File: config.mk
export PLATFORM = sky130hd
export DESIGN_NAME = nfc_convert
export DESIGN_NICKNAME = d
export VERILOG_FILES = /design/src/nfc_pkg.sv /design/src/nfc_convert.sv
export VERILOG_INCLUDE_DIRS = /design/src
export SDC_FILE = /design/constraint.sdc
export NUM_CORES = 1
export LEC_CHECK = 0
export ABC_AREA = 1
export BUFFER_PORTS_ARGS = -buffer_cell sky130_fd_sc_hd__buf_2
export CAP_MARGIN = 20
export CELL_PAD_IN_SITES_DETAIL_PLACEMENT = 1
export CELL_PAD_IN_SITES_GLOBAL_PLACEMENT = 1
export CORE_UTILIZATION = 31
export DETAILED_ROUTE_END_ITERATION = 10
export PLACE_DENSITY = 0.62
export SLEW_MARGIN = 25
export SYNTH_ARGS = -nofsm -noshare
export SYNTH_HDL_FRONTEND = slang
export SYNTH_SLANG_ARGS = --single-unit
File: constraint.sdc
create_clock -name ref_clk_i -period 7 [get_ports ref_clk_i]
set_clock_uncertainty 0.2 [all_clocks]
set_input_delay 1.05 -clock ref_clk_i [delete_from_list [all_inputs] [get_ports ref_clk_i]]
set_output_delay 1.05 -clock ref_clk_i [all_outputs]
set_load 0.005 [all_outputs]
File: src/nfc_cfg.svh
// Constants for the numeric format converter
// Assumes inclusion by bare name from the converter package and module
`ifndef NFC_CFG_SVH
`define NFC_CFG_SVH
// Real format field layout
`define NFC_SGL_EXP_W    8
`define NFC_DBL_EXP_W    11
`define NFC_EXT_EXP_W    15
`define NFC_SGL_FRAC_W   23
`define NFC_DBL_FRAC_W   52
`define NFC_EXT_FRAC_W   63
`define NFC_SGL_BIAS     127
`define NFC_DBL_BIAS     1023
`define NFC_EXT_BIAS     16383
// Packed decimal layout
`define NFC_BCD_DIGITS   18
`define NFC_BCD_SIGN_BIT 79
// Format select codes
`define NFC_FMT_W16      3'h0
`define NFC_FMT_W32      3'h1
`define NFC_FMT_W64      3'h2
`define NFC_FMT_BCD      3'h3
`define NFC_FMT_SGL      3'h4
`define NFC_FMT_DBL      3'h5
`define NFC_FMT_EXT      3'h6
`endif

File: src/nfc_pkg.sv
// Types of the numeric format converter
// Assumes nfc_cfg.svh on the include path
`include "nfc_cfg.svh"
package nfc_pkg;
  typedef logic [2:0] nfc_fmt_t;
  typedef struct packed {
    logic        sign;
    logic [14:0] exp;
    logic [63:0] sig;
  } nfc_ext_t;
  typedef struct packed {
    nfc_fmt_t    fmt;
    logic [79:0] data;
  } nfc_req_t;
  typedef enum logic [1:0] {
    NFC_IDLE = 2'b00,
    NFC_BCD  = 2'b01,
    NFC_NORM = 2'b10,
    NFC_DONE = 2'b11
  } nfc_state_t;
endpackage : nfc_pkg

File: src/nfc_convert.sv
// Memory operand to 80-bit extended real converter
// Assumes same-clock requester; operand bytes already assembled, sign byte highest
//
// Overview of operation
// RULE_01: Integer top bit is the sign, 1 negative
// RULE_02: Negative integers taken as two's complement
// RULE_03: Integer zero is all bits clear
// RULE_04: Word, short and long integer widths supported
// RULE_05: Integers convert exactly into extended real
// RULE_06: Eighteen BCD digits, sign bit 79, magnitude form
// RULE_07: Supplier keeps every BCD digit within 0-9
// RULE_08: Unused BCD bits ignored on load
// RULE_09: BCD converts exactly into extended real
// RULE_10: Real widths 32, 64, 80 bits
// RULE_11: Precision 24, 53, 64 bits
// RULE_12: Exponent widths 8, 11, 15 bits
// RULE_13: Stored exponent is true exponent plus bias
// RULE_14: Real sign at top bit only
// RULE_15: Normalized reals hold integer bit one
// RULE_16: Sign byte sits at highest address
// RULE_17: Single, double integer bit implied, not stored
// RULE_18: Integer and BCD results normalized
`timescale 1ns/1ns
`include "nfc_cfg.svh"
module nfc_convert #(
  // Operand and result geometry
  parameter int OPD_W      = 80,
  parameter int EXP_W      = `NFC_EXT_EXP_W,
  parameter int SIG_W      = `NFC_EXT_FRAC_W + 1,
  parameter int BCD_DIGITS = `NFC_BCD_DIGITS
) (
  // Clock and reset
  input  wire logic              ref_clk_i,
  input  wire logic              rst_n_i,
  // Request
  input  wire logic              req_valid_i,
  input  wire nfc_pkg::nfc_req_t req_i,
  output logic                   req_ready_o,
  // Result
  output logic                   res_valid_o,
  output nfc_pkg::nfc_ext_t      res_o
);
  import nfc_pkg::*;

  // ---------------------------------------------------------------
  // Elaboration checks
  // ---------------------------------------------------------------
  if (OPD_W != 80) begin : g_bad_opd
    $error("Operand width must be 80");
  end
  if (EXP_W != 15) begin : g_bad_exp
    $error("Extended exponent width must be 15");
  end
  if (SIG_W != 64) begin : g_bad_sig
    $error("Extended significand width must be 64");
  end
  if (BCD_DIGITS != 18) begin : g_bad_bcd
    $error("Packed decimal operand must hold 18 digits");
  end

  // ---------------------------------------------------------------
  // Operand decode
  // ---------------------------------------------------------------
  logic [79:0] opd;
  nfc_fmt_t    fmt;
  assign opd = req_i.data;
  assign fmt = req_i.fmt;

  // Integer sign and magnitude
  wire        w16_neg = opd[15];                                   // RULE_01
  wire        w32_neg = opd[31];                                   // RULE_01
  wire        w64_neg = opd[63];                                   // RULE_01
  wire [63:0] w16_mag = w16_neg ? 64'(-{{48{1'b1}}, opd[15:0]})
                                : {48'h0, opd[15:0]};              // RULE_02 RULE_04
  wire [63:0] w32_mag = w32_neg ? 64'(-{{32{1'b1}}, opd[31:0]})
                                : {32'h0, opd[31:0]};              // RULE_02 RULE_04
  wire [63:0] w64_mag = w64_neg ? 64'(-opd[63:0]) : opd[63:0];     // RULE_02 RULE_04

  // Single real fields, sign at bit 31
  wire        sgl_s   = opd[31];                                   // RULE_14 RULE_10
  wire [7:0]  sgl_e   = opd[30:23];                                // RULE_12
  wire [22:0] sgl_f   = opd[22:0];                                 // RULE_15 RULE_11
  wire        sgl_j   = (sgl_e != 8'h0);                           // RULE_17
  // Double real fields, sign at bit 63
  wire        dbl_s   = opd[63];                                   // RULE_14 RULE_10
  wire [10:0] dbl_e   = opd[62:52];                                // RULE_12
  wire [51:0] dbl_f   = opd[51:0];                                 // RULE_15 RULE_11
  wire        dbl_j   = (dbl_e != 11'h0);                          // RULE_17

  // Rebias to extended exponent
  wire [14:0] sgl_xe = (sgl_e == 8'hff) ? 15'h7fff :
                       (sgl_e == 8'h0) ? 15'h0 :
                       15'(sgl_e) + 15'(`NFC_EXT_BIAS - `NFC_SGL_BIAS);  // RULE_13
  wire [14:0] dbl_xe = (dbl_e == 11'h7ff) ? 15'h7fff :
                       (dbl_e == 11'h0) ? 15'h0 :
                       15'(dbl_e) + 15'(`NFC_EXT_BIAS - `NFC_DBL_BIAS);  // RULE_13

  // Real results are immediate
  wire nfc_ext_t sgl_r = '{sign: sgl_s, exp: sgl_xe,
                           sig: {sgl_j, sgl_f, 40'h0}};            // RULE_17
  wire nfc_ext_t dbl_r = '{sign: dbl_s, exp: dbl_xe,
                           sig: {dbl_j, dbl_f, 11'h0}};            // RULE_17
  wire nfc_ext_t ext_r = '{sign: opd[79], exp: opd[78:64],
                           sig: opd[63:0]};                        // RULE_10 RULE_14

  wire is_int  = (fmt == `NFC_FMT_W16) || (fmt == `NFC_FMT_W32) || (fmt == `NFC_FMT_W64);
  wire is_bcd  = (fmt == `NFC_FMT_BCD);
  wire [63:0] int_mag = (fmt == `NFC_FMT_W16) ? w16_mag :
                        (fmt == `NFC_FMT_W32) ? w32_mag : w64_mag;
  wire        int_neg = (fmt == `NFC_FMT_W16) ? w16_neg :
                        (fmt == `NFC_FMT_W32) ? w32_neg : w64_neg;
  wire nfc_ext_t real_r = (fmt == `NFC_FMT_SGL) ? sgl_r :
                          (fmt == `NFC_FMT_DBL) ? dbl_r : ext_r;

  // ---------------------------------------------------------------
  // Sequencer state
  // ---------------------------------------------------------------
  nfc_state_t  st_q, st_d;
  logic [63:0] acc_q, acc_d;
  logic [71:0] dig_q, dig_d;
  logic [4:0]  cnt_q, cnt_d;
  logic        sgn_q, sgn_d;
  logic [14:0] exp_q, exp_d;
  logic        rdy_q, rdy_d;
  logic        vld_q, vld_d;
  nfc_ext_t    res_q, res_d;

  // Decimal step: acc*10 + next digit, top digit first
  wire [63:0] acc_x10 = 64'({acc_q, 3'b000} + {acc_q, 1'b0});
  wire [63:0] bcd_nxt = acc_x10 + {60'h0, dig_q[71:68]};           // RULE_09
  wire        acc_zero = (acc_q == 64'h0);

  // ---------------------------------------------------------------
  // Next state
  // ---------------------------------------------------------------
  always_comb begin
    st_d  = st_q;
    acc_d = acc_q;
    dig_d = dig_q;
    cnt_d = cnt_q;
    sgn_d = sgn_q;
    exp_d = exp_q;
    rdy_d = rdy_q;
    vld_d = 1'b0;
    res_d = res_q;
    case (st_q)
      NFC_IDLE: begin
        if (req_valid_i && rdy_q) begin
          if (is_int) begin
            acc_d = int_mag;                                       // RULE_05
            sgn_d = int_neg;
            exp_d = 15'(`NFC_EXT_BIAS + 63);
            rdy_d = 1'b0;
            st_d  = NFC_NORM;
          end else if (is_bcd) begin
            acc_d = 64'h0;
            dig_d = opd[71:0];                                     // RULE_08 RULE_07
            sgn_d = opd[`NFC_BCD_SIGN_BIT];                        // RULE_06 RULE_16
            cnt_d = 5'(BCD_DIGITS);
            exp_d = 15'(`NFC_EXT_BIAS + 63);
            rdy_d = 1'b0;
            st_d  = NFC_BCD;
          end else begin
            res_d = real_r;
            vld_d = 1'b1;
          end
        end
      end
      NFC_BCD: begin
        acc_d = bcd_nxt;                                           // RULE_06
        dig_d = {dig_q[67:0], 4'h0};
        cnt_d = cnt_q - 5'h1;
        if (cnt_q == 5'h1) begin
          st_d = NFC_NORM;
        end
      end
      NFC_NORM: begin
        if (acc_zero) begin
          res_d = '{sign: 1'b0, exp: 15'h0, sig: 64'h0};           // RULE_03
          st_d  = NFC_DONE;
        end else if (acc_q[63]) begin
          res_d = '{sign: sgn_q, exp: exp_q, sig: acc_q};          // RULE_18 RULE_15
          st_d  = NFC_DONE;
        end else begin
          acc_d = {acc_q[62:0], 1'b0};                             // RULE_18
          exp_d = exp_q - 15'h1;
        end
      end
      NFC_DONE: begin
        vld_d = 1'b1;
        rdy_d = 1'b1;
        st_d  = NFC_IDLE;
      end
      default: begin
        st_d  = NFC_IDLE;
        rdy_d = 1'b1;
      end
    endcase
  end

  // ---------------------------------------------------------------
  // Registers
  // ---------------------------------------------------------------
  always_ff @(posedge ref_clk_i) begin
    if (!rst_n_i) begin
      st_q  <= NFC_IDLE;
      acc_q <= 64'h0;
      dig_q <= 72'h0;
      cnt_q <= 5'h0;
      sgn_q <= 1'b0;
      exp_q <= 15'h0;
      rdy_q <= 1'b1;
      vld_q <= 1'b0;
      res_q <= '0;
    end else begin
      st_q  <= st_d;
      acc_q <= acc_d;
      dig_q <= dig_d;
      cnt_q <= cnt_d;
      sgn_q <= sgn_d;
      exp_q <= exp_d;
      rdy_q <= rdy_d;
      vld_q <= vld_d;
      res_q <= res_d;
    end
  end

  assign req_ready_o = rdy_q;
  assign res_valid_o = vld_q;
  assign res_o       = res_q;

endmodule : nfc_convert

# ---- Word-level counts from Yosys, hierarchy flattened
# Index checks and enable logic that the tools add are counted.
dict set report totals {
  regBits 241
  inputBits 86
  out_inout_bits 82
  wordCells 120
}
dict set report classes {
  n_addsub 9
  eq_ne 20
  mux 56
  reduce_logical 23
}
# operator n
set ops {}
lappend ops {{64-bit 2-to-1 mux} 10}
lappend ops {{80-bit 2-to-1 mux} 7}
lappend ops {{72-bit 2-to-1 mux} 3}
lappend ops {{64-bit negator} 3}
lappend ops {{64-bit case mux with 3 select lines} 1}
lappend ops {{80-bit case mux with 2 select lines} 1}
lappend ops {{72-bit case mux with 2 select lines} 1}
lappend ops {{15-bit 2-to-1 mux} 9}
lappend ops {{64-bit by 4-bit adder with 64-bit output} 1}
lappend ops {{64-bit adder} 1}
lappend ops {{64-bit logical NOT} 1}
lappend ops {{15-bit case mux with 2 select lines} 1}
lappend ops {{11-bit by 14-bit adder with 15-bit output (second input constant)} 1}
lappend ops {{8-bit by 14-bit adder with 15-bit output (second input constant)} 1}
lappend ops {{5-bit 2-to-1 mux} 3}
lappend ops {{5-bit AND reduction} 3}
lappend ops {{15-bit by 1-bit subtractor with 15-bit output (second input constant)} 1}
lappend ops {{2-bit != test (second input constant)} 7}
lappend ops {{2-bit 2-to-1 mux} 6}
lappend ops {{4-bit AND reduction} 3}
lappend ops {{11-bit == test (second input constant)} 1}
lappend ops {{11-bit logical NOT} 1}
lappend ops {{11-bit nonzero test} 1}
lappend ops {{1-bit 2-to-1 mux} 10}
lappend ops {{21 further kinds} 31}

# ---- Logic depth before layout (Yosys ltp)
dict set report depth {
  word_depth 9
  ltp_mapped 19
  ltp_nobuf 19
}

# ---- Worst setup path before layout
# OpenSTA, ideal clock, no wires.
dict set report synth_timing {
  path_type {reg-to-reg}
  from {register acc_q[0]}
  to {register acc_q[26]}
  setup_time_ps 121
  arrival_time_ps 2586
  required_time_ps 6679
  path_slack_ps 4093
  path_stages_with_launch 17
  n_path_buf 0
  synth_period_minus_slack_ps 2907
  path_cell_list {dfxtp_1 > inv_1 > fa_1 > inv_1 > fa_1 > nand2_1 > nand3_1 > and2_1 > nand2_1 > nand2_1 > nand2_1 > nand3_1 > or2_2 > nand3_1 > nand2_1 > nand2_1 > a21oi_1}
}
dict set report synth_between {
  elab_chain_len 3
  elab_cells_between_ends 6
  classes_between {add/sub: 2; eq/ne: 1; mux: 1; reduce/logical: 2}
}
# item line_no
set synth_lines {}
lappend synth_lines {{start: declaration} nfc_convert.sv:119} ;# logic [63:0] acc_q, acc_d;
lappend synth_lines {{start signal: assignment} nfc_convert.sv:207} ;# acc_q <= 64'h0;
lappend synth_lines {{start signal: assignment} nfc_convert.sv:217} ;# acc_q <= acc_d;
lappend synth_lines {{64-bit adder / 64-bit logical NOT (equally long branches)} {nfc_convert.sv:129, nfc_convert.sv:131}}
lappend synth_lines {{64-bit by 4-bit adder with 64-bit output / 2-bit != test (equally long branches)} -}
lappend synth_lines {{64-bit case mux with 3 select lines / 5-bit AND reduction (equally long branches)} -}
# Parallel ways exist; a longest one is shown, timed or not.
# A chain may end at the register's enable or synchronous reset.

# ---- Worst setup path after layout
dict set report layout_timing {
  from {register acc_q[1]}
  to {register acc_q[10]}
}
# The elaborated chain is that of the path after synthesis.

==> results.toml <==
[clock_tree]
hold_buffers = 0
cts_tree = "built"
cts_resized = 0
cts_buffer_depth = 3
cts.sinks = 241
htreeDepth = 1
clkTransAtPathRegs_ns = 0.07
clockRootBuffer = "clkbuf_16"
clk_latency_ns = 0.58
post_cts_buffers = 0
numCtsBuffers = 26

[worst_setup_path]
slowest_stage = "clkinv_2"
cp.required_ns = 7.25
slowest_delay_ns = 0.93
critical_path_class = "reg2reg"
worstPathMaxFanout = 69
critPathCaptureType = "register"
critPathLaunchType = "register"
arrival_ns = 4.67
ff2ff_path_depth = 9
worstPathCellList = "nor4_1 > nand3_1 > nor2_4 > nand3_2 > nand4_2 > buf_4 > clkinv_2 > o21ai_0 > a21oi_1"

[die]
num_rows = 94
pin_count = 168
fp.dieW_um = 261
start_util_pct = 31.5
coreArea_sq_um = 66000
die_y_um = 261
dieArea_sq_um = 68000

[placed_design]
gp_congestion = 0.979
pre_cts_slack_ns = 2.72
dpl_cell_area_sq_um = 22100
dp_hpwl_mm = 79.8
io_buffers = 167

[finish]
drive_above_1_share_pct = 7.92
nNetsFinal = 3794
post-route-cell-area_sq_um = 22900
final_common_cell = "nand2_1"
fill_cells = 8928
antenna_cells = 0
most-common-layout-cells = "nand2_1, inv_1, o21ai_0, a21oi_1, nor2_1"
fin_util_pct = 34.7
seq_area_sq_um = 4820
syn2layout_area_growth_pct = 10.3
multi_input_area_sq_um = 13700

[yosys]
avgSynthCellArea_sq_um = 5.90
syn-cell-area_sq_um = 20800
synth_edf_count = 0
syn_nets = 3739
synth_flop_cell = "dfxtp_1"
ys_seq_elements = 241
yosysUniqueCellTypes = 57
yosysWarnings = 0
async_reset_ff_share_pct = 0
ys_seq_area_share_pct = 23.2
netlist_instances = 3519

[sta]
grt_setup_unrepaired = "no"
finalCritPeriodShare_pct = 63.2
slew_headroom_pct = 31.6
finalHoldViolations = 0
setup_viol = 0
fin_crit_ns = 4.43
final-max-slew-violation-count = 0
max_clock_freq_ghz = 0.226
layout_setup_ws_ns = 2.57
setup_tns_ns = 0
worst_slew_pin_slew_ns = 1.03
hold_slack_ns = 0.259

[worst_hold_path]
whs_path_depth = 2
min_path_type = "reg2reg"

[global_routing]
grt_pass1_wl_mm = 148
grt.total_usage_pct = 28.7
antenna_found_initial = 12
grt_remaining_overflow = 0
grt_max_degree = 109
grt_pass1_vias = 23063

[detailed_routing]
drc = 12
avgRoutedWirePerCell_um = 22.6
ant_nets = 0
routed_wl_mm = 101
drt_iter0_drc = 2136
dr_total_vias = 24266
via_per_inst = 5.45
dr.pass1.iters = 8

[power]
combPwrFrac_pct = 58.0
p_switching_mw = 5.07
internal_power_mw = 4.28
peakVddDrop_uv = 308
p_leak_nw = 10.8
pwr-share-clk_pct = 14.3
powerDensity_nw_per_um2 = 409
p_sw_share_pct = 54.2
power_frac_seq_pct = 27.7

[outcome]
failed_checks = "design-rule violations"
status = "finished with violations"

[job]
cap_violations = 0
==> registers in the layout, summed over array words and instances (netlist names) <==
name,flops
res_valid_o,1
res_o,80
req_ready_o,1
st_q,2
sgn_q,1
cnt_q,5
exp_q,15
dig_q,72
acc_q,64
==> kinds of logic after synthesis <==
family                   count (synthesis)  synth area share [%]
flip-flops                             241                  23.2
adder cells (fa/ha/maj)                134                  8.15
XOR/XNOR                                24                  1.01
buffers and inverters                  580                  11.1
AO/OA/AOI/OAI                          876                  22.9
AND/OR/NAND/NOR                       1664                  33.5
==> per-stage QoR <==
stage,instances,total power [mW]
after global routing,4451,10.1
after floorplan,3519,5.92
after CTS,4451,9.34
final,4451,9.36
after detailed placement,4410,7.98
after global placement,4410,7.93
==> power groups by stage <==
stage	Combinational, mW	Sequential, mW	Clock, mW
after floorplan	3.65	2.27	0
after global placement	5.32	2.60	0
after detailed placement	5.38	2.59	0
after CTS	5.41	2.57	1.35
after global routing	6.02	2.64	1.41
final	5.43	2.59	1.34
==> routing by layer <==
layer | up-vias | global-route usage, % | share of wire (%)
li1 | 11765 | - | -
met1 | 11622 | 39.7 | 46
met2 | 734 | 46.4 | 45
met3 | 135 | 4.46 | 6.5
met4 | 10 | 6.99 | 2.5
met5 | - | 0 | 0.049
==> worst max-delay path: cells and delay by family (launching register included) <==
| kind | cells | cell delay (ns) |
|---|---|---|
| buffers and inverters | 2 | 1.55 |
| AO/OA/AOI/OAI | 2 | 0.58 |
| flip-flops | 1 | 0.38 |
| AND/OR/NAND/NOR | 5 | 1.55 |
==> synth_stat cells, types with 11 or more instances <==
cell	number	area, sq um
o21ai_0	342	1710
ha_1	132	1650
a21oi_1	309	1550
inv_2	11	41.3
o21ai_1	16	80.1
nand2_1	1013	3800
a31oi_1	132	826
xor2_1	15	131
nor2_1	298	1120
nor3_1	23	115
nand3_1	220	1100
clkbuf_1	88	330
buf_2	46	230
nand4_1	24	150
o211ai_1	34	255
nand3b_1	15	113
dfxtp_1	241	4820
nor4_1	21	131
inv_1	407	1530
==> layout make-up <==
class                      instances  area share (%)
clock buffer                      38            3.26
clock inverter                     3          0.0656
inverter                         423            6.97
multi-input combinational       2698            59.7
sequential                       241            21.1
tap                              864            4.72
timing repair buffer             184            4.22
==> path summary, 6_finish.rpt <==
path	startpoint	end	slack, ns
setup reg to reg	acc_q[1]$_SDFFE_PN0P_	acc_q[10]$_SDFFE_PN0P_	2.57
hold reg to reg	dig_q[67]$_SDFFE_PN0P_	dig_q[71]$_SDFFE_PN0P_	0.26
hold / removal	dig_q[67]$_SDFFE_PN0P_	dig_q[71]$_SDFFE_PN0P_	0.26
setup / recovery	acc_q[1]$_SDFFE_PN0P_	acc_q[10]$_SDFFE_PN0P_	2.57
Note: power is estimated with default switching activity, not from simulation.
